## src/rtl/dtdec_pkg.sv

```systemverilog
// Constants and types for the data-transfer decode and timing block.
// Assumes a byte stream from the bus interface unit, one byte a clock.
package dtdec_pkg;

  // ****************************************
  // Opcodes
  // ****************************************
  localparam logic [7:0] OP_SEG_LD = 8'h8e;
  localparam logic [7:0] OP_SEG_ST = 8'h8c;
  localparam logic [7:0] OP_LDPTR_DS = 8'hc5;
  localparam logic [7:0] OP_LDPTR_ES = 8'hc4;
  localparam logic [7:0] OP_TBL_XLT = 8'hd7;
  localparam logic [7:0] OP_LD_EA = 8'h8d;
  localparam logic [7:0] OP_FLG_TO_AH = 8'h9f;
  localparam logic [7:0] OP_AH_TO_FLG = 8'h9e;
  localparam logic [6:0] OP_MOV_TO_RM = 7'h44;
  localparam logic [6:0] OP_MOV_FROM_RM = 7'h45;
  localparam logic [6:0] OP_MOV_ACC_LD = 7'h50;
  localparam logic [6:0] OP_MOV_ACC_ST = 7'h51;
  localparam logic [1:0] MOD_REG = 2'h3;
  localparam logic [2:0] RM_DIRECT = 3'h6;

  // ****************************************
  // Minimum clocks (wide bus / narrow bus)
  // ****************************************
  localparam logic [5:0] CLK_REG = 6'h02;
  localparam logic [5:0] CLK_MOV_TO_MEM = 6'h0c;
  localparam logic [5:0] CLK_MOV_FROM_MEM = 6'h09;
  localparam logic [5:0] CLK_ACC_LD = 6'h08;
  localparam logic [5:0] CLK_ACC_ST = 6'h09;
  localparam logic [5:0] CLK_SEG_LD_W = 6'h09;
  localparam logic [5:0] CLK_SEG_LD_N = 6'h0d;
  localparam logic [5:0] CLK_SEG_ST_W = 6'h0b;
  localparam logic [5:0] CLK_SEG_ST_N = 6'h0f;
  localparam logic [5:0] CLK_LDPTR_W = 6'h12;
  localparam logic [5:0] CLK_LDPTR_N = 6'h1a;
  localparam logic [5:0] CLK_XLT_W = 6'h0b;
  localparam logic [5:0] CLK_XLT_N = 6'h0f;
  localparam logic [5:0] CLK_LD_EA = 6'h06;
  localparam logic [5:0] CLK_FLG_TO_AH = 6'h02;
  localparam logic [5:0] CLK_AH_TO_FLG = 6'h03;
  localparam logic [5:0] CLK_WORD_PEN = 6'h04;
  localparam logic [1:0] HS_EXTRA_MAX = 2'h2;

  // ****************************************
  // Prefetch queue depths
  // ****************************************
  localparam int QUEUE_DEPTH = 6;
  localparam logic [2:0] DEPTH_WIDE = 3'h6;
  localparam logic [2:0] DEPTH_NARROW = 3'h4;

  typedef enum logic [3:0] {
    DT_NONE = 4'h0,
    DT_MOV_TO_RM = 4'h1,
    DT_MOV_FROM_RM = 4'h2,
    DT_ACC_LD = 4'h3,
    DT_ACC_ST = 4'h4,
    DT_SEG_LD = 4'h5,
    DT_SEG_ST = 4'h6,
    DT_LDPTR_DS = 4'h7,
    DT_LDPTR_ES = 4'h8,
    DT_TBL_XLT = 4'h9,
    DT_LD_EA = 4'ha,
    DT_FLG_TO_AH = 4'hb,
    DT_AH_TO_FLG = 4'hc
  } dtdec_class_t;

  typedef enum logic [1:0] {
    ST_OPC = 2'h0,
    ST_MODRM = 2'h1,
    ST_DISP = 2'h2,
    ST_EXEC = 2'h3
  } dtdec_state_t;

endpackage

```

## src/rtl/dtdec_queue.sv

```systemverilog
// Instruction prefetch queue, byte wide.
// Filled by the bus interface unit, drained by the decoder.
`timescale 1ns/1ps
module dtdec_queue
  import dtdec_pkg::*;
(
  // Clock and reset
  input wire logic clk_i,
  input wire logic rst_b_i,
  // Control
  input wire logic [2:0] limit_i,
  input wire logic flush_i,
  // Fill side
  input wire logic in_valid_i,
  input wire logic [7:0] in_byte_i,
  output logic in_ready_o,
  // Drain side
  output logic out_valid_o,
  output logic [7:0] out_byte_o,
  input wire logic out_take_i
);
  import dtdec_pkg::*;

  logic [7:0] mem [QUEUE_DEPTH];
  logic [2:0] rd_ptr, wr_ptr, count;
  logic [2:0] next_rd_ptr, next_wr_ptr, next_count;
  logic push, pop;

  assign in_ready_o = (count < limit_i) && !flush_i;
  assign out_valid_o = (count != 3'h0);
  assign out_byte_o = mem[rd_ptr];
  assign push = in_valid_i && in_ready_o;
  assign pop = out_take_i && out_valid_o;

  always_comb
  begin
    next_rd_ptr = rd_ptr;
    next_wr_ptr = wr_ptr;
    next_count = count;
    if (flush_i)
    begin
      next_rd_ptr = 3'h0;
      next_wr_ptr = 3'h0;
      next_count = 3'h0;
    end
    else
    begin
      if (push)
        next_wr_ptr = (wr_ptr == 3'(QUEUE_DEPTH - 1)) ? 3'h0 : wr_ptr + 3'h1;
      if (pop)
        next_rd_ptr = (rd_ptr == 3'(QUEUE_DEPTH - 1)) ? 3'h0 : rd_ptr + 3'h1;
      if (push && !pop)
        next_count = count + 3'h1;
      else if (pop && !push)
        next_count = count - 3'h1;
    end
  end

  always_ff @(posedge clk_i or negedge rst_b_i)
  begin
    if (!rst_b_i)
    begin
      rd_ptr <= 3'h0;
      wr_ptr <= 3'h0;
      count <= 3'h0;
    end
    else
    begin
      rd_ptr <= next_rd_ptr;
      wr_ptr <= next_wr_ptr;
      count <= next_count;
    end
  end

  always_ff @(posedge clk_i)
  begin
    if (push)
      mem[wr_ptr] <= in_byte_i;
  end

endmodule // dtdec_queue

```

## src/rtl/dtdec_top.sv

```systemverilog
// Data-transfer group decoder with minimum execution time per instruction.
// Assumes bus interface unit pushes bytes in program order; flush on jump.
//
// Overview of operation
// [RULE1] 8E plus mode byte loads segment register; 2/9 wide, 2/13 narrow.
// [RULE2] 8C plus mode byte stores segment register; 2/11 wide, 2/15 narrow.
// [RULE3] C5 loads far pointer with data segment; no register mode; 18/26.
// [RULE4] C4 loads far pointer with extra segment; no register mode; 18/26.
// [RULE5] D7 translates low accumulator byte through table; 11 wide, 15 narrow.
// [RULE6] 8D writes effective address to register in 6 clocks on both.
// [RULE7] 9F copies low flags to accumulator high byte in 2 clocks.
// [RULE8] 9E copies accumulator high byte to low flags in 3 clocks.
// [RULE9] Narrow bus adds 4 clocks per memory transfer for marked word ops.
// [RULE10] Memory instructions may take one or two extra handshake clocks.
// [RULE11] Jump and call counts include the first opcode fetch at target.
// [RULE12] Wide-bus variant prefetch queue is six bytes deep.
// [RULE13] Narrow-bus variant prefetch queue is four bytes deep.
// [RULE14] Minimum counts assume bytes queued, no waits, even word addresses.
// [RULE15] Trailing width bit zero selects byte, one selects word operand.
`timescale 1ns/1ps
module dtdec_top
  import dtdec_pkg::*;
(
  // Clock and reset
  input wire logic clk_i,
  input wire logic rst_b_i,
  // Variant and control
  input wire logic narrow_bus_i,
  input wire logic flush_i,
  input wire logic [1:0] hs_extra_i,
  // Bus interface unit fill port
  input wire logic fill_valid_i,
  input wire logic [7:0] fill_byte_i,
  output logic fill_ready_o,
  // Decode results
  output logic busy_o,
  output logic done_o,
  output logic decode_err_o,
  output dtdec_pkg::dtdec_class_t class_o,
  output logic word_op_o,
  output logic mem_op_o,
  output logic [5:0] clocks_o
);
  import dtdec_pkg::*;

  // ****************************************
  // Prefetch queue
  // ****************************************
  logic q_valid, q_take;
  logic [7:0] q_byte;
  logic [2:0] q_limit;

  assign q_limit = narrow_bus_i ? DEPTH_NARROW : DEPTH_WIDE; // RULE12 RULE13

  dtdec_queue u_queue (
    .clk_i(clk_i),
    .rst_b_i(rst_b_i),
    .limit_i(q_limit),
    .flush_i(flush_i),
    .in_valid_i(fill_valid_i),
    .in_byte_i(fill_byte_i),
    .in_ready_o(fill_ready_o),
    .out_valid_o(q_valid),
    .out_byte_o(q_byte),
    .out_take_i(q_take)
  );

  // ****************************************
  // Clock count table
  // ****************************************
  function automatic logic [5:0] min_clocks(
    input dtdec_class_t c,
    input logic narrow,
    input logic mem,
    input logic word,
    input logic [1:0] hs
  );
    logic [5:0] t;
    logic marked;
    t = 6'h00;
    marked = 1'b0;
    case (c)
      DT_MOV_TO_RM:
      begin
        t = mem ? CLK_MOV_TO_MEM : CLK_REG;
        marked = 1'b1;
      end
      DT_MOV_FROM_RM:
      begin
        t = mem ? CLK_MOV_FROM_MEM : CLK_REG;
        marked = 1'b1;
      end
      DT_ACC_LD:
      begin
        t = CLK_ACC_LD;
        marked = 1'b1;
      end
      DT_ACC_ST:
      begin
        t = CLK_ACC_ST;
        marked = 1'b1;
      end
      DT_SEG_LD:
        t = !mem ? CLK_REG : (narrow ? CLK_SEG_LD_N : CLK_SEG_LD_W); // RULE1
      DT_SEG_ST:
        t = !mem ? CLK_REG : (narrow ? CLK_SEG_ST_N : CLK_SEG_ST_W); // RULE2
      DT_LDPTR_DS, DT_LDPTR_ES:
        t = narrow ? CLK_LDPTR_N : CLK_LDPTR_W; // RULE3 RULE4
      DT_TBL_XLT:
        t = narrow ? CLK_XLT_N : CLK_XLT_W; // RULE5
      DT_LD_EA:
        t = CLK_LD_EA; // RULE6
      DT_FLG_TO_AH:
        t = CLK_FLG_TO_AH; // RULE7
      DT_AH_TO_FLG:
        t = CLK_AH_TO_FLG; // RULE8
      default:
        t = 6'h00;
    endcase
    if (narrow && marked && mem && word)
      t = t + CLK_WORD_PEN; // RULE9
    if (mem && c != DT_LD_EA)
      t = t + {4'h0, (hs > HS_EXTRA_MAX) ? HS_EXTRA_MAX : hs}; // RULE10
    return t;
  endfunction

  // ****************************************
  // Decode state
  // ****************************************
  dtdec_state_t state, next_state;
  dtdec_class_t cls, next_cls;
  logic wrd, next_wrd;
  logic mem, next_mem;
  logic [1:0] disp_left, next_disp_left;
  logic [5:0] cnt, next_cnt;
  logic done, next_done;
  logic err, next_err;
  logic [5:0] clocks, next_clocks;

  dtdec_class_t op_cls;
  logic op_word, op_modrm, op_addr;
  logic [1:0] md;
  logic [2:0] rm;
  logic md_mem;
  logic [1:0] md_disp;
  logic [5:0] t_sel;

  // Opcode classification straight from the queue head
  always_comb
  begin
    op_cls = DT_NONE;
    op_word = q_byte[0]; // RULE15
    op_modrm = 1'b1;
    op_addr = 1'b0;
    case (q_byte)
      OP_SEG_LD: op_cls = DT_SEG_LD; // RULE1
      OP_SEG_ST: op_cls = DT_SEG_ST; // RULE2
      OP_LDPTR_DS: op_cls = DT_LDPTR_DS; // RULE3
      OP_LDPTR_ES: op_cls = DT_LDPTR_ES; // RULE4
      OP_LD_EA: op_cls = DT_LD_EA; // RULE6
      OP_TBL_XLT: op_cls = DT_TBL_XLT; // RULE5
      OP_FLG_TO_AH: op_cls = DT_FLG_TO_AH; // RULE7
      OP_AH_TO_FLG: op_cls = DT_AH_TO_FLG; // RULE8
      default:
      begin
        case (q_byte[7:1])
          OP_MOV_TO_RM: op_cls = DT_MOV_TO_RM;
          OP_MOV_FROM_RM: op_cls = DT_MOV_FROM_RM;
          OP_MOV_ACC_LD: op_cls = DT_ACC_LD;
          OP_MOV_ACC_ST: op_cls = DT_ACC_ST;
          default: op_cls = DT_NONE;
        endcase
      end
    endcase
    case (op_cls)
      DT_SEG_LD, DT_SEG_ST, DT_LDPTR_DS, DT_LDPTR_ES, DT_LD_EA, DT_TBL_XLT,
      DT_FLG_TO_AH, DT_AH_TO_FLG:
        op_word = 1'b1;
      default: op_word = q_byte[0]; // RULE15
    endcase
    case (op_cls)
      DT_TBL_XLT, DT_FLG_TO_AH, DT_AH_TO_FLG, DT_NONE: op_modrm = 1'b0;
      DT_ACC_LD, DT_ACC_ST:
      begin
        op_modrm = 1'b0;
        op_addr = 1'b1;
      end
      default: op_modrm = 1'b1;
    endcase
  end

  // Mode byte fields and displacement length
  always_comb
  begin
    md = q_byte[7:6];
    rm = q_byte[2:0];
    md_mem = (md != MOD_REG);
    if (md == 2'h1)
      md_disp = 2'h1;
    else if (md == 2'h2 || (md == 2'h0 && rm == RM_DIRECT))
      md_disp = 2'h2;
    else
      md_disp = 2'h0;
  end

  always_comb
  begin
    next_state = state;
    next_cls = cls;
    next_wrd = wrd;
    next_mem = mem;
    next_disp_left = disp_left;
    next_cnt = cnt;
    next_done = 1'b0;
    next_err = 1'b0;
    next_clocks = clocks;
    q_take = 1'b0;
    t_sel = 6'h00;
    case (state)
      ST_OPC:
      begin
        if (q_valid) // RULE14
        begin
          q_take = 1'b1;
          next_cls = op_cls;
          next_wrd = op_word;
          next_mem = op_addr || op_cls == DT_TBL_XLT;
          next_disp_left = op_addr ? 2'h2 : 2'h0;
          t_sel = min_clocks(op_cls, narrow_bus_i,
                             op_addr || op_cls == DT_TBL_XLT, op_word,
                             hs_extra_i);
          next_cnt = t_sel;
          if (op_cls == DT_NONE)
            next_err = 1'b1;
          else if (op_modrm)
            next_state = ST_MODRM;
          else if (op_addr)
            next_state = ST_DISP;
          else
          begin
            next_clocks = t_sel;
            next_state = ST_EXEC;
          end
        end
      end
      ST_MODRM:
      begin
        if (q_valid) // RULE14
        begin
          q_take = 1'b1;
          next_mem = md_mem;
          next_disp_left = md_disp;
          t_sel = min_clocks(cls, narrow_bus_i, md_mem, wrd, hs_extra_i);
          next_cnt = t_sel;
          if ((cls == DT_LDPTR_DS || cls == DT_LDPTR_ES) && !md_mem)
          begin
            next_err = 1'b1; // RULE3 RULE4
            next_state = ST_OPC;
          end
          else if (md_disp != 2'h0)
            next_state = ST_DISP;
          else
          begin
            next_clocks = t_sel;
            next_state = ST_EXEC;
          end
        end
      end
      ST_DISP:
      begin
        if (q_valid) // RULE14
        begin
          q_take = 1'b1;
          next_disp_left = disp_left - 2'h1;
          if (disp_left == 2'h1)
          begin
            next_clocks = cnt;
            next_state = ST_EXEC;
          end
        end
      end
      ST_EXEC:
      begin
        next_cnt = cnt - 6'h01;
        if (cnt <= 6'h01)
        begin
          next_cnt = 6'h00;
          next_done = 1'b1;
          next_state = ST_OPC;
        end
      end
      default: next_state = ST_OPC;
    endcase
    // Jump target restart: next opcode fetch counts from here
    if (flush_i) // RULE11
    begin
      next_state = ST_OPC;
      next_cnt = 6'h00;
      next_done = 1'b0;
      next_err = 1'b0;
      q_take = 1'b0;
    end
  end

  always_ff @(posedge clk_i or negedge rst_b_i)
  begin
    if (!rst_b_i)
    begin
      state <= ST_OPC;
      cls <= DT_NONE;
      wrd <= 1'b0;
      mem <= 1'b0;
      disp_left <= 2'h0;
      cnt <= 6'h00;
      done <= 1'b0;
      err <= 1'b0;
      clocks <= 6'h00;
    end
    else
    begin
      state <= next_state;
      cls <= next_cls;
      wrd <= next_wrd;
      mem <= next_mem;
      disp_left <= next_disp_left;
      cnt <= next_cnt;
      done <= next_done;
      err <= next_err;
      clocks <= next_clocks;
    end
  end

  assign busy_o = (state != ST_OPC);
  assign done_o = done;
  assign decode_err_o = err;
  assign class_o = cls;
  assign word_op_o = wrd;
  assign mem_op_o = mem;
  assign clocks_o = clocks;

endmodule // dtdec_top

```

## config.mk

```make
export PLATFORM = sky130hd
export DESIGN_NAME = dtdec_top
export DESIGN_NICKNAME = d
export VERILOG_FILES = /design/src/rtl/dtdec_pkg.sv /design/src/rtl/dtdec_queue.sv /design/src/rtl/dtdec_top.sv
export SDC_FILE = /design/constraint.sdc
export NUM_CORES = 1
export LEC_CHECK = 0
export BUFFER_PORTS_ARGS = -buffer_cell sky130_fd_sc_hd__buf_2
export CORE_UTILIZATION = 45
export DETAILED_ROUTE_END_ITERATION = 8
export SYNTH_ARGS = -nofsm -noshare
export SYNTH_HDL_FRONTEND = slang
export SYNTH_SLANG_ARGS = --single-unit
```

## constraint.sdc

```tcl
create_clock -name clk_i -period 11.9 [get_ports clk_i]
set_clock_uncertainty 0.2 [all_clocks]
set_input_delay 1.19 -clock clk_i [delete_from_list [all_inputs] [get_ports clk_i]]
set_output_delay 1.19 -clock clk_i [all_outputs]
set_load 0.05 [all_outputs]
```

==> metrics.txt, run 1 <==
# TYPE chip_impl_metric gauge
chip_impl_metric{name="vias_per_cell",unit=""} 6.02
chip_impl_metric{name="antenna_violations_before_repair",unit=""} 0
chip_impl_info{name="element_type_at_the_critical_path_start",value="register"} 1
chip_impl_metric{name="drv_cap",unit=""} 0
chip_impl_metric{name="grt_usage",unit="%"} 23.5
chip_impl_metric{name="fillCellCount",unit=""} 995
chip_impl_metric{name="clock.fmax",unit="MHz"} 216
chip_impl_metric{name="postSynthCellCount",unit=""} 507
chip_impl_metric{name="clock_latency",unit="ns"} 0.35
chip_impl_info{name="most-common-layout-cells",value="sky130_fd_sc_hd__nand2_1 (50), sky130_fd_sc_hd__edfxtp_1 (48), sky130_fd_sc_hd__nor2_1 (42)"} 1
chip_impl_metric{name="routabilityCongestion",unit=""} 0.875
chip_impl_metric{name="r2r_setup_slack",unit="ns"} 7.26
chip_impl_metric{name="setup_viol",unit=""} 0
chip_impl_metric{name="crit_fanout",unit=""} 25
chip_impl_metric{name="avgRoutedWirePerCell",unit="um"} 18.7
chip_impl_metric{name="final_layout_size_suffix_gt1_share",unit="%"} 15.7
chip_impl_metric{name="drt_iter0_drc",unit=""} 223
chip_impl_metric{name="largest_net_degree_at_the_start_of_global_routing",unit=""} 34
chip_impl_info{name="min_to",value="clocks_o[2]"} 1
chip_impl_metric{name="tritoncts.num_buffers",unit=""} 9
chip_impl_info{name="tritoncts",value="yes"} 1
chip_impl_info{name="r2r-start",value="u_queue.rd_ptr[0]"} 1
chip_impl_metric{name="synth_seq_cells",unit=""} 81
chip_impl_metric{name="grt_use_met2",unit="%"} 38.5
chip_impl_metric{name="route.vias.total",unit=""} 4058
chip_impl_metric{name="grt_pass1_vias",unit=""} 3923
chip_impl_info{name="holdCritPathClass",value="reg -> reg"} 1
chip_impl_info{name="timing_worst_setup_path_type",value="reg -> reg"} 1
chip_impl_info{name="synth_area_leaders",value="sky130_fd_sc_hd__edfxtp_1 (28%), sky130_fd_sc_hd__dfrtp_1 (16%), sky130_fd_sc_hd__nand2_1 (3.6%), sky130_fd_sc_hd__mux4_2 (3.5%), sky130_fd_sc_hd__ha_1 (3.2%)"} 1
chip_impl_metric{name="regArea",unit="um2"} 2270
chip_impl_metric{name="drt_first_pass_iters",unit=""} 4
chip_impl_metric{name="post_synth_instance_area",unit="um2"} 5160
chip_impl_metric{name="ant_nets",unit=""} 0
chip_impl_metric{name="synth-edff-count",unit=""} 48
chip_impl_metric{name="port-buffer-count",unit=""} 30
chip_impl_metric{name="timing.final.crit_share",unit="%"} 39.0
chip_impl_metric{name="final_max_slew_viol_count",unit=""} 0
chip_impl_metric{name="start_util",unit="%"} 47.0
chip_impl_info{name="hold_path_startpoint",value="clocks_o[2]"} 1
chip_impl_metric{name="p_leak",unit="nW"} 2.26
chip_impl_metric{name="p_total",unit="mW"} 1.43
chip_impl_metric{name="core_area",unit="um2"} 11000
chip_impl_metric{name="wirelength",unit="um"} 12600
chip_impl_info{name="unrepaired_setup_endpoints_after_global_routing",value="no"} 1
chip_impl_metric{name="worst_slew_pin_slew",unit="ns"} 0.934
chip_impl_metric{name="synth_top_cell_area_share",unit="%"} 27.9
chip_impl_metric{name="drc_errors",unit=""} 0
chip_impl_metric{name="maximum_resistive_drop_on_vdd",unit="mV"} 0.116
chip_impl_metric{name="finalSetupTns",unit="ns"} 0
chip_impl_metric{name="grt_overflow_total",unit=""} 0
chip_impl_info{name="critical_path.endpoint_type",value="register"} 1
chip_impl_metric{name="num_antenna_cells",unit=""} 0
chip_impl_metric{name="design.die.area",unit="um2"} 11900
chip_impl_metric{name="grt_util_met1",unit="%"} 30.5
chip_impl_metric{name="die_width",unit="um"} 109
chip_impl_metric{name="floorplan.die.height",unit="um"} 109
chip_impl_metric{name="grtUsageMet3",unit="%"} 3.71
chip_impl_info{name="global_route.peak_usage_layer",value="met2"} 1
chip_impl_info{name="ys_dominant_reg_cell",value="sky130_fd_sc_hd__edfxtp_1"} 1
chip_impl_metric{name="hold_slack",unit="ns"} 0.273
chip_impl_info{name="cts.root.buffer_cell",value="sky130_fd_sc_hd__clkbuf_16"} 1
chip_impl_metric{name="cts_h_tree_depth",unit=""} 3
chip_impl_metric{name="cts.clk_slew.worst_paths",unit="ns"} 0.07
chip_impl_metric{name="asyncSetResetFlopFracSynth",unit="%"} 40.7
chip_impl_info{name="cell_accounting_for_the_most_synthesized_area",value="sky130_fd_sc_hd__edfxtp_1"} 1
chip_impl_metric{name="whs_path_depth",unit=""} 2
chip_impl_metric{name="yosys.cell_types.count",unit=""} 73
chip_impl_metric{name="hold_viol_final",unit=""} 0
chip_impl_metric{name="yosysSeqAreaShare",unit="%"} 43.9
chip_impl_metric{name="cts.sink_count",unit=""} 81
chip_impl_metric{name="area_of_placed_instances",unit="um2"} 5420
chip_impl_metric{name="post_cts_resized",unit=""} 0
chip_impl_metric{name="slew_headroom",unit="%"} 37.4
chip_impl_metric{name="critical_path_required",unit="ns"} 11.95
chip_impl_metric{name="design.final.nets",unit=""} 560
chip_impl_metric{name="postCtsSetupBuffers",unit=""} 0
chip_impl_metric{name="yosysWarningCount",unit=""} 0
chip_impl_metric{name="design_area",unit="um2"} 5720
chip_impl_metric{name="area_delta_synth_final",unit="%"} 10.9
chip_impl_metric{name="grt_first_pass_wirelength",unit="um"} 20700
chip_impl_metric{name="power_density",unit="nW/um2"} 251
chip_impl_metric{name="rr_worst_depth",unit=""} 15
chip_impl_metric{name="synth_net_count",unit=""} 538
chip_impl_metric{name="syn_area_per_cell",unit="um2"} 10.2
chip_impl_metric{name="clockBufferDepth",unit=""} 2
chip_impl_metric{name="period_needed",unit="ns"} 4.64
chip_impl_metric{name="cts.hold.buffers_added",unit=""} 0
chip_impl_info{name="timing.rr.end",value="cnt[4]"} 1
chip_impl_metric{name="row_cnt",unit=""} 38
chip_impl_metric{name="multiInputGateArea",unit="um2"} 2680
chip_impl_metric{name="cp.arrival",unit="ns"} 4.69
chip_impl_info{name="run_status",value="completed"} 1
chip_impl_metric{name="place_hpwl",unit="um"} 9320
chip_impl_info{name="commonest_non_fill_non_tap_cell_in_the_layout",value="sky130_fd_sc_hd__nand2_1"} 1
chip_impl_metric{name="ios",unit=""} 31
==> final cells by class <==
type / count / area share (%)
Multi-Input combinational cell: 374 / 46.8
Sequential cell: 81 / 39.6
Clock buffer: 9 / 3.94
Timing Repair Buffer: 36 / 3.41
Tap cell: 140 / 3.06
Inverter: 27 / 1.77
Clock inverter: 7 / 1.38
==> kinds of logic (layout without fill, tap and decap cells) <==
logic type | after synthesis | after routing | share of synthesized area (%)
and+or+nand+nor | 178 | 178 | 17.3
buffers and inverters | 52 | 79 | 4.32
DFF | 81 | 81 | 43.9
xor gates and xnor gates | 11 | 11 | 1.87
adders and majority gates | 17 | 17 | 4.51
AOI/OAI and AO/OA | 128 | 128 | 17.8
muxes | 40 | 40 | 10.3
==> cell usage after synthesis (3+ instances only) <==
cell type                  count
sky130_fd_sc_hd__nor3_1       20
sky130_fd_sc_hd__mux2_4        3
sky130_fd_sc_hd__nor4_1        4
sky130_fd_sc_hd__o21ai_0      28
sky130_fd_sc_hd__mux2_2       10
sky130_fd_sc_hd__buf_2         4
sky130_fd_sc_hd__o21bai_1      3
sky130_fd_sc_hd__mux2_1        4
sky130_fd_sc_hd__nor2_1       42
sky130_fd_sc_hd__a21o_1        4
sky130_fd_sc_hd__and3_1        6
sky130_fd_sc_hd__o22ai_1       7
sky130_fd_sc_hd__o21ai_1       3
sky130_fd_sc_hd__a21oi_1      21
sky130_fd_sc_hd__nor2b_1       6
sky130_fd_sc_hd__inv_1        27
sky130_fd_sc_hd__o31ai_1       7
sky130_fd_sc_hd__mux2i_1      15
sky130_fd_sc_hd__a221oi_1      6
sky130_fd_sc_hd__fa_1          3
sky130_fd_sc_hd__nand3_1      15
sky130_fd_sc_hd__nand2b_1      4
sky130_fd_sc_hd__or3_1         9
sky130_fd_sc_hd__ha_1         13
sky130_fd_sc_hd__nor3b_1       7
sky130_fd_sc_hd__a211oi_1      8
sky130_fd_sc_hd__clkbuf_1     15
sky130_fd_sc_hd__dfrtp_1      33
sky130_fd_sc_hd__mux4_2        8
sky130_fd_sc_hd__o221ai_1      3
sky130_fd_sc_hd__o211ai_1      4
sky130_fd_sc_hd__edfxtp_1     48
sky130_fd_sc_hd__nand2_1      50
sky130_fd_sc_hd__or4_1         3
sky130_fd_sc_hd__o21a_1        5
sky130_fd_sc_hd__xnor2_1       9
==> through the flow <==
step	utilization, %	instances	worst slack, ns
2_1_floorplan	-	507	7.68
3_3_place_gp	49.3	658	7.39
3_5_place_dp	49.3	658	7.29
4_1_cts	52.1	674	7.28
5_1_grt	52.1	674	6.93
6_report	52.1	674	7.26
==> worst max-delay path by stage <==
stage	from	slack, ns	end
CTS	u_queue.rd_ptr[0]	7.28	cnt[4]
global placement	u_queue.rd_ptr[0]	7.39	cnt[4]
global route	u_queue.rd_ptr[0]	6.93	cnt[4]
detailed placement	u_queue.rd_ptr[0]	7.29	cnt[4]
finish	u_queue.rd_ptr[0]	7.26	cnt[4]
floorplan	narrow_bus_i	7.68	u_queue.mem[2][0]
==> sequential cells by signal, summed over array words and instances (netlist names) <==
register and count:
class_o 4, clocks_o 6, cnt 6, decode_err_o 1
disp_left 2, done_o 1, mem_op_o 1, state 2
u_queue.count 3, u_queue.mem 48, u_queue.rd_ptr 3, u_queue.wr_ptr 3
word_op_o 1
==> report_power, final <==
part           leakage, nW  internal [mW]  switching (mW)
combinational         1.24          0.269           0.494
clock                0.139          0.164           0.121
sequential           0.875          0.340          0.0467
==> critical path, stage by stage, from the launching register on <==
cell                       delay, ns
sky130_fd_sc_hd__dfrtp_1        0.32
sky130_fd_sc_hd__buf_4          0.30
sky130_fd_sc_hd__mux4_2         0.56
sky130_fd_sc_hd__mux2_4         0.33
sky130_fd_sc_hd__nor4_1         0.64
sky130_fd_sc_hd__and3_1         0.27
sky130_fd_sc_hd__a21oi_1        0.05
sky130_fd_sc_hd__nand2_1        0.15
sky130_fd_sc_hd__nor2_1         0.05
sky130_fd_sc_hd__o21a_1         0.22
sky130_fd_sc_hd__fa_1           0.39
sky130_fd_sc_hd__o21bai_1       0.21
sky130_fd_sc_hd__or3_1          0.34
sky130_fd_sc_hd__a21oi_2        0.16
sky130_fd_sc_hd__nor3_1         0.08
sky130_fd_sc_hd__o41ai_2        0.27
==> metal layers <==
metal	wire length [um]	share of wire, %
met1	5740	46
met3	388	3.1
met4	295	2.3
met5	0	0
met2	6180	49
Power figures use the tool's default switching activity.
==> run 2: changes to the inputs <==
==> constraint.sdc (replaced) <==
create_clock -name clk_i -period 4.7 [get_ports clk_i]
set_clock_uncertainty 0.2 [all_clocks]
set_input_delay 0.47 -clock clk_i [delete_from_list [all_inputs] [get_ports clk_i]]
set_output_delay 0.47 -clock clk_i [all_outputs]
set_load 0.05 [all_outputs]
==> metrics.txt, run 2 (same netlist as run 1, synthesis figures left out) <==
# TYPE chip_impl_metric gauge
chip_impl_metric{name="setup_viol",unit=""} 0
chip_impl_metric{name="maximum_resistive_drop_on_vdd",unit="mV"} 0.380
chip_impl_metric{name="power.share.combinational",unit="%"} 52.6
chip_impl_metric{name="largest_register_ffs",unit=""} 48
chip_impl_metric{name="clockBufferDepth",unit=""} 2
chip_impl_metric{name="timing.final.crit_share",unit="%"} 91.7
chip_impl_info{name="cpMaxStageDelayCell",value="sky130_fd_sc_hd__dfrtp_2"} 1
chip_impl_metric{name="drv_cap",unit=""} 0
chip_impl_metric{name="place_hpwl",unit="um"} 9310
chip_impl_metric{name="clock.fmax",unit="MHz"} 232
chip_impl_info{name="tritoncts",value="yes"} 1
chip_impl_metric{name="row_cnt",unit=""} 38
chip_impl_metric{name="hold_slack",unit="ns"} 0.00750
chip_impl_metric{name="design.die.area",unit="um2"} 11900
chip_impl_info{name="timing_worst_setup_path_type",value="reg -> reg"} 1
chip_impl_metric{name="regArea",unit="um2"} 2270
chip_impl_metric{name="pwr-share-seq",unit="%"} 26.7
chip_impl_metric{name="period_needed",unit="ns"} 4.31
chip_impl_metric{name="place.detailed.instances",unit=""} 669
chip_impl_metric{name="ios",unit=""} 31
chip_impl_metric{name="multiInputGateArea",unit="um2"} 2680
chip_impl_metric{name="grt_util_met1",unit="%"} 30.3
chip_impl_metric{name="timing.critical_path.slowest_cell_delay",unit="ns"} 0.56
chip_impl_metric{name="worst_slew_pin_slew",unit="ns"} 1.13
chip_impl_info{name="cts.root.buffer_cell",value="sky130_fd_sc_hd__clkbuf_16"} 1
chip_impl_metric{name="ant_nets",unit=""} 0
chip_impl_metric{name="p_int",unit="mW"} 2.06
chip_impl_metric{name="critical_path_required",unit="ns"} 4.75
chip_impl_metric{name="floorplan.die.height",unit="um"} 109
chip_impl_metric{name="die_width",unit="um"} 109
chip_impl_metric{name="slew_headroom",unit="%"} 24.3
chip_impl_metric{name="grt_use_met2",unit="%"} 36.7
chip_impl_metric{name="stdcell_count",unit=""} 685
chip_impl_metric{name="cts.clk_slew.worst_paths",unit="ns"} 0.07
chip_impl_metric{name="power_density",unit="nW/um2"} 640
chip_impl_metric{name="final_max_slew_viol_count",unit=""} 0
chip_impl_metric{name="core_area",unit="um2"} 11000
chip_impl_info{name="commonest_non_fill_non_tap_cell_in_the_layout",value="sky130_fd_sc_hd__nand2_1"} 1
chip_impl_info{name="largest-register",value="u_queue.mem"} 1
chip_impl_metric{name="tritoncts.num_buffers",unit=""} 9
chip_impl_metric{name="routabilityCongestion",unit=""} 0.890
chip_impl_metric{name="final_layout_size_suffix_gt1_share",unit="%"} 17.6
chip_impl_metric{name="finalSetupTns",unit="ns"} 0
chip_impl_metric{name="rr_worst_depth",unit=""} 14
chip_impl_info{name="holdCritPathClass",value="in -> async"} 1
chip_impl_metric{name="clock_network_power_share",unit="%"} 20.7
chip_impl_metric{name="drt_first_pass_iters",unit=""} 4
chip_impl_info{name="element_type_at_the_critical_path_start",value="register"} 1
chip_impl_metric{name="grt_pass1_vias",unit=""} 3918
chip_impl_metric{name="postCtsSetupBuffers",unit=""} 0
chip_impl_metric{name="hold_viol_final",unit=""} 0
chip_impl_metric{name="r2r_setup_slack",unit="ns"} 0.39
chip_impl_metric{name="crit_fanout",unit=""} 14
chip_impl_metric{name="cts.sink_count",unit=""} 81
chip_impl_info{name="global_route.peak_usage_layer",value="met2"} 1
chip_impl_metric{name="avgRoutedWirePerCell",unit="um"} 18.3
chip_impl_metric{name="grt_usage",unit="%"} 23.2
chip_impl_metric{name="cts.hold.buffers_added",unit=""} 0
chip_impl_metric{name="route.vias.total",unit=""} 4119
chip_impl_metric{name="largest_net_degree_at_the_start_of_global_routing",unit=""} 34
chip_impl_info{name="critical_path.endpoint_type",value="register"} 1
chip_impl_metric{name="grtUsageMet3",unit="%"} 4.84
chip_impl_metric{name="fillCellCount",unit=""} 972
chip_impl_info{name="run_status",value="completed"} 1
chip_impl_metric{name="vias_per_cell",unit=""} 6.01
chip_impl_metric{name="start_util",unit="%"} 47.0
chip_impl_info{name="most-common-layout-cells",value="sky130_fd_sc_hd__nand2_1 (50), sky130_fd_sc_hd__edfxtp_1 (48), sky130_fd_sc_hd__nor2_1 (42)"} 1
chip_impl_metric{name="clock_latency",unit="ns"} 0.35
chip_impl_metric{name="grt_first_pass_wirelength",unit="um"} 20600
chip_impl_info{name="timing.rr.end",value="cnt[4]"} 1
chip_impl_metric{name="p_leak",unit="nW"} 2.32
chip_impl_metric{name="num_antenna_cells",unit=""} 0
chip_impl_metric{name="p_sw",unit="mW"} 1.67
chip_impl_info{name="crit_chain",value="mux2_1 -> mux4_2 -> a311oi_4 -> and2_1 -> o21ai_0 -> nand3_1 -> nor2_1 -> o21a_1 -> fa_1 -> o21bai_1 -> or3_1 -> a21oi_2 -> nor3_1 -> o41ai_2"} 1
chip_impl_metric{name="cts_h_tree_depth",unit=""} 3
chip_impl_metric{name="cp.arrival",unit="ns"} 4.36
chip_impl_metric{name="drt_iter0_drc",unit=""} 281
chip_impl_metric{name="wirelength",unit="um"} 12500
chip_impl_info{name="unrepaired_setup_endpoints_after_global_routing",value="no"} 1
chip_impl_metric{name="power_switching_share",unit="%"} 44.8
chip_impl_metric{name="design.final.nets",unit=""} 571
chip_impl_metric{name="port-buffer-count",unit=""} 30
chip_impl_metric{name="drc_errors",unit=""} 0
chip_impl_metric{name="area_delta_synth_final",unit="%"} 13.0
chip_impl_info{name="r2r-start",value="u_queue.rd_ptr[1]"} 1
chip_impl_metric{name="grt_overflow_total",unit=""} 0
chip_impl_metric{name="antenna_violations_before_repair",unit=""} 0
run 2: how the worst max path moves through the flow:
stage / cells past startpoint / from / slack, ns / end
6_report: 14 / u_queue.rd_ptr[1] / 0.39 / cnt[4]
5_1_grt: 16 / u_queue.rd_ptr[0] / 0.05 / cnt[4]
4_1_cts: 14 / u_queue.rd_ptr[1] / 0.24 / cnt[4]
3_5_place_dp: 14 / u_queue.rd_ptr[1] / 0.24 / cnt[4]
3_3_place_gp: 14 / u_queue.rd_ptr[1] / 0.35 / cnt[4]
2_1_floorplan: 15 / u_queue.rd_ptr[0] / 0.59 / cnt[4]
run 2: worst max-delay path, delay by kind of cell, from the launching register on:
kind,cells,cell delay [ns]
adder cells (fa/ha/maj),1,0.39
flip-flops,1,0.56
AO/OA/AOI/OAI,6,1.34
multiplexers,2,0.90
AND/OR/NAND/NOR,5,0.83
run 2: power groups by stage:
stage          sequential, mW  combinational [mW]  clock [mW]
2_1_floorplan            1.09                1.39           0
3_3_place_gp             1.00                1.92           0
3_5_place_dp             1.01                1.94           0
4_1_cts                 0.992                1.95       0.788
5_1_grt                  1.01                2.17       0.826
6_report                0.994                1.96       0.773
run 2: final cells by class:
class | count | area share (%)
clock buffers | 9 | 3.86
clock inverters | 7 | 1.76
inverters | 27 | 1.74
multi-input cells | 374 | 46.0
flip-flops and latches | 81 | 38.9
well taps | 140 | 3.00
repair buffers | 47 | 4.76
run 2: layer usage:
metal,wire length (um),up-vias
li1,-,1972
met2,5940,113
met5,0,-
met4,384,0
met1,5620,2005
met3,573,29
run 2: through the flow:
step / setup WS [ns] / total power [mW] / utilization [%] / cell area (um2)
2_1_floorplan: 0.588 / 2.48 / - / 5160
3_3_place_gp: 0.353 / 2.92 / 50.0 / 5500
3_5_place_dp: 0.244 / 2.95 / 50.0 / 5500
4_1_cts: 0.240 / 3.73 / 53.0 / 5820
5_1_grt: 0.0483 / 4.01 / 53.1 / 5830
6_report: 0.390 / 3.73 / 53.1 / 5830
run 2: timing repair:
item / in CTS / in global routing
gates resized for setup: 0 / 2
endpoints found under the hold margin: 0 / 0
setup endpoints to repair: 0 / 5
==> run 3: changes to the inputs <==
==> constraint.sdc (replaced) <==
create_clock -name clk_i -period 4.85 [get_ports clk_i]
set_clock_uncertainty 0.2 [all_clocks]
set_input_delay 0.485 -clock clk_i [delete_from_list [all_inputs] [get_ports clk_i]]
set_output_delay 0.485 -clock clk_i [all_outputs]
set_load 0.05 [all_outputs]
==> metrics.txt, run 3 (same netlist as run 1, synthesis figures left out) <==
# TYPE chip_impl_metric gauge
chip_impl_metric{name="floorplan.die.height",unit="um"} 109
chip_impl_metric{name="final_max_slew_viol_count",unit=""} 0
chip_impl_metric{name="wirelength",unit="um"} 12800
chip_impl_metric{name="cts.sink_count",unit=""} 81
chip_impl_info{name="cts.root.buffer_cell",value="sky130_fd_sc_hd__clkbuf_16"} 1
chip_impl_metric{name="cts.clk_slew.worst_paths",unit="ns"} 0.08
chip_impl_metric{name="power_density",unit="nW/um2"} 613
chip_impl_metric{name="ant_nets",unit=""} 0
chip_impl_metric{name="port-buffer-count",unit=""} 30
chip_impl_info{name="unrepaired_setup_endpoints_after_global_routing",value="no"} 1
chip_impl_info{name="critical_path.endpoint_type",value="register"} 1
chip_impl_metric{name="drt_iter0_drc",unit=""} 251
chip_impl_metric{name="grt_overflow_total",unit=""} 0
chip_impl_metric{name="drc_errors",unit=""} 0
chip_impl_metric{name="num_antenna_cells",unit=""} 0
chip_impl_metric{name="crit_fanout",unit=""} 14
chip_impl_metric{name="r2r_setup_slack",unit="ns"} 0.31
chip_impl_metric{name="design.die.area",unit="um2"} 11900
chip_impl_metric{name="cp.arrival",unit="ns"} 4.59
chip_impl_metric{name="post_cts_resized",unit=""} 0
chip_impl_metric{name="clock_latency",unit="ns"} 0.36
chip_impl_metric{name="worst_slew_pin_slew",unit="ns"} 1.02
chip_impl_metric{name="grt_usage",unit="%"} 23.5
chip_impl_metric{name="cts.hold.buffers_added",unit=""} 0
chip_impl_metric{name="largest_register_ffs",unit=""} 48
chip_impl_metric{name="design_area",unit="um2"} 5790
chip_impl_metric{name="route.vias.total",unit=""} 4134
chip_impl_info{name="largest-register",value="u_queue.mem"} 1
chip_impl_info{name="run_status",value="completed"} 1
chip_impl_metric{name="start_util",unit="%"} 47.0
chip_impl_info{name="holdCritPathClass",value="in -> async"} 1
chip_impl_metric{name="drt_first_pass_iters",unit=""} 4
chip_impl_metric{name="clock.fmax",unit="MHz"} 220
chip_impl_metric{name="row_cnt",unit=""} 38
chip_impl_metric{name="final_layout_size_suffix_gt1_share",unit="%"} 16.8
chip_impl_metric{name="routabilityCongestion",unit=""} 0.866
chip_impl_metric{name="grt_first_pass_wirelength",unit="um"} 20500
chip_impl_metric{name="place_hpwl",unit="um"} 9390
chip_impl_metric{name="tritoncts.num_buffers",unit=""} 9
chip_impl_metric{name="timing.critical_path.slowest_cell_delay",unit="ns"} 0.75
chip_impl_metric{name="hold_viol_final",unit=""} 0
chip_impl_info{name="tritoncts",value="yes"} 1
chip_impl_metric{name="area_delta_synth_final",unit="%"} 12.2
chip_impl_info{name="commonest_non_fill_non_tap_cell_in_the_layout",value="sky130_fd_sc_hd__nand2_1"} 1
chip_impl_metric{name="drv_cap",unit=""} 0
chip_impl_metric{name="period_needed",unit="ns"} 4.54
chip_impl_metric{name="die_width",unit="um"} 109
chip_impl_metric{name="finalSetupTns",unit="ns"} 0
chip_impl_metric{name="clockBufferDepth",unit=""} 2
chip_impl_metric{name="avgRoutedWirePerCell",unit="um"} 18.7
chip_impl_metric{name="cts_h_tree_depth",unit=""} 3
chip_impl_metric{name="p_leak",unit="nW"} 2.31
chip_impl_info{name="most-common-layout-cells",value="sky130_fd_sc_hd__nand2_1 (50), sky130_fd_sc_hd__edfxtp_1 (48), sky130_fd_sc_hd__nor2_1 (42)"} 1
chip_impl_info{name="timing_worst_setup_path_type",value="reg -> reg"} 1
chip_impl_info{name="crit_chain",value="mux2_1 -> mux4_2 -> a311oi_4 -> and3_1 -> a21oi_1 -> nand2_1 -> nor2_1 -> o21a_1 -> fa_1 -> o21bai_1 -> or3_1 -> a21oi_2 -> nor3_1 -> o41ai_2"} 1
chip_impl_metric{name="slew_headroom",unit="%"} 31.5
chip_impl_metric{name="grt_pass1_vias",unit=""} 3971
chip_impl_metric{name="critical_path_required",unit="ns"} 4.89
chip_impl_info{name="cpMaxStageDelayCell",value="sky130_fd_sc_hd__dfrtp_1"} 1
chip_impl_metric{name="vias_per_cell",unit=""} 6.05
chip_impl_metric{name="timing.final.crit_share",unit="%"} 93.6
chip_impl_metric{name="core_area",unit="um2"} 11000
chip_impl_metric{name="maximum_resistive_drop_on_vdd",unit="mV"} 0.355
chip_impl_metric{name="ios",unit=""} 31
chip_impl_info{name="element_type_at_the_critical_path_start",value="register"} 1
chip_impl_metric{name="setup_viol",unit=""} 0
chip_impl_metric{name="antenna_violations_before_repair",unit=""} 0
chip_impl_metric{name="postCtsSetupBuffers",unit=""} 0
chip_impl_metric{name="fillCellCount",unit=""} 990
chip_impl_metric{name="area_of_placed_instances",unit="um2"} 5480
chip_impl_metric{name="largest_net_degree_at_the_start_of_global_routing",unit=""} 34
chip_impl_metric{name="design.final.nets",unit=""} 569
run 3: final cells by class:
class	instances	area (um2)	share of cell area, %
multi-input cells	374	2680	46.2
flip-flops and latches	81	2270	39.2
repair buffers	45	263	4.54
clock buffers	9	225	3.89
well taps	140	175	3.03
inverters	27	101	1.75
clock inverters	7	78.8	1.36
run 3: metal layers:
layer / GRT usage, % / share of wire, %
met4: 14.4 / 4.1
met5: 0 / 0
met2: 38.1 / 47
met1: 29.3 / 45
met3: 4.06 / 3.5
run 3: through the flow:
step / setup slack [ns] / instances / hold slack, ns / total power, mW / util, %
5_1_grt: 0.0739 / 683 / 0.0829 / 3.81 / 52.7
3_3_place_gp: 0.477 / 667 / 0.261 / 2.83 / 49.9
2_1_floorplan: 0.738 / 507 / -0.0106 / 2.40 / -
3_5_place_dp: 0.363 / 667 / 0.262 / 2.84 / 49.9
4_1_cts: 0.326 / 683 / 0.0459 / 3.56 / 52.7
6_report: 0.309 / 683 / 0.0148 / 3.55 / 52.7
run 3: power breakdown:
part | internal [mW] | switching (mW) | leakage (nW)
Sequential | 0.835 | 0.135 | 0.875
Combinational | 0.691 | 1.18 | 1.28
Clock | 0.404 | 0.298 | 0.146
Total | 1.93 | 1.62 | 2.31
run 3: worst paths after layout:
path                              startpoint                end  depth (start not counted)
max                        u_queue.rd_ptr[1]             cnt[4]                         14
min reg2reg                      clocks_o[3]        clocks_o[3]                          2
max reg2reg                u_queue.rd_ptr[1]             cnt[4]                         14
min                                  rst_b_i  u_queue.rd_ptr[1]                          1
max in group asynchronous            rst_b_i  u_queue.wr_ptr[0]                          1
min in group clk_i            fill_byte_i[3]  u_queue.mem[2][3]                          1
run 3: critical path: cells and delay by family (launching register included):
kind / cells / cell delay, ns
AO/OA/AOI/OAI: 6 / 1.30
adder cells (fa/ha/maj): 1 / 0.38
flip-flops: 1 / 0.75
multiplexers: 2 / 0.93
AND/OR/NAND/NOR: 5 / 0.85
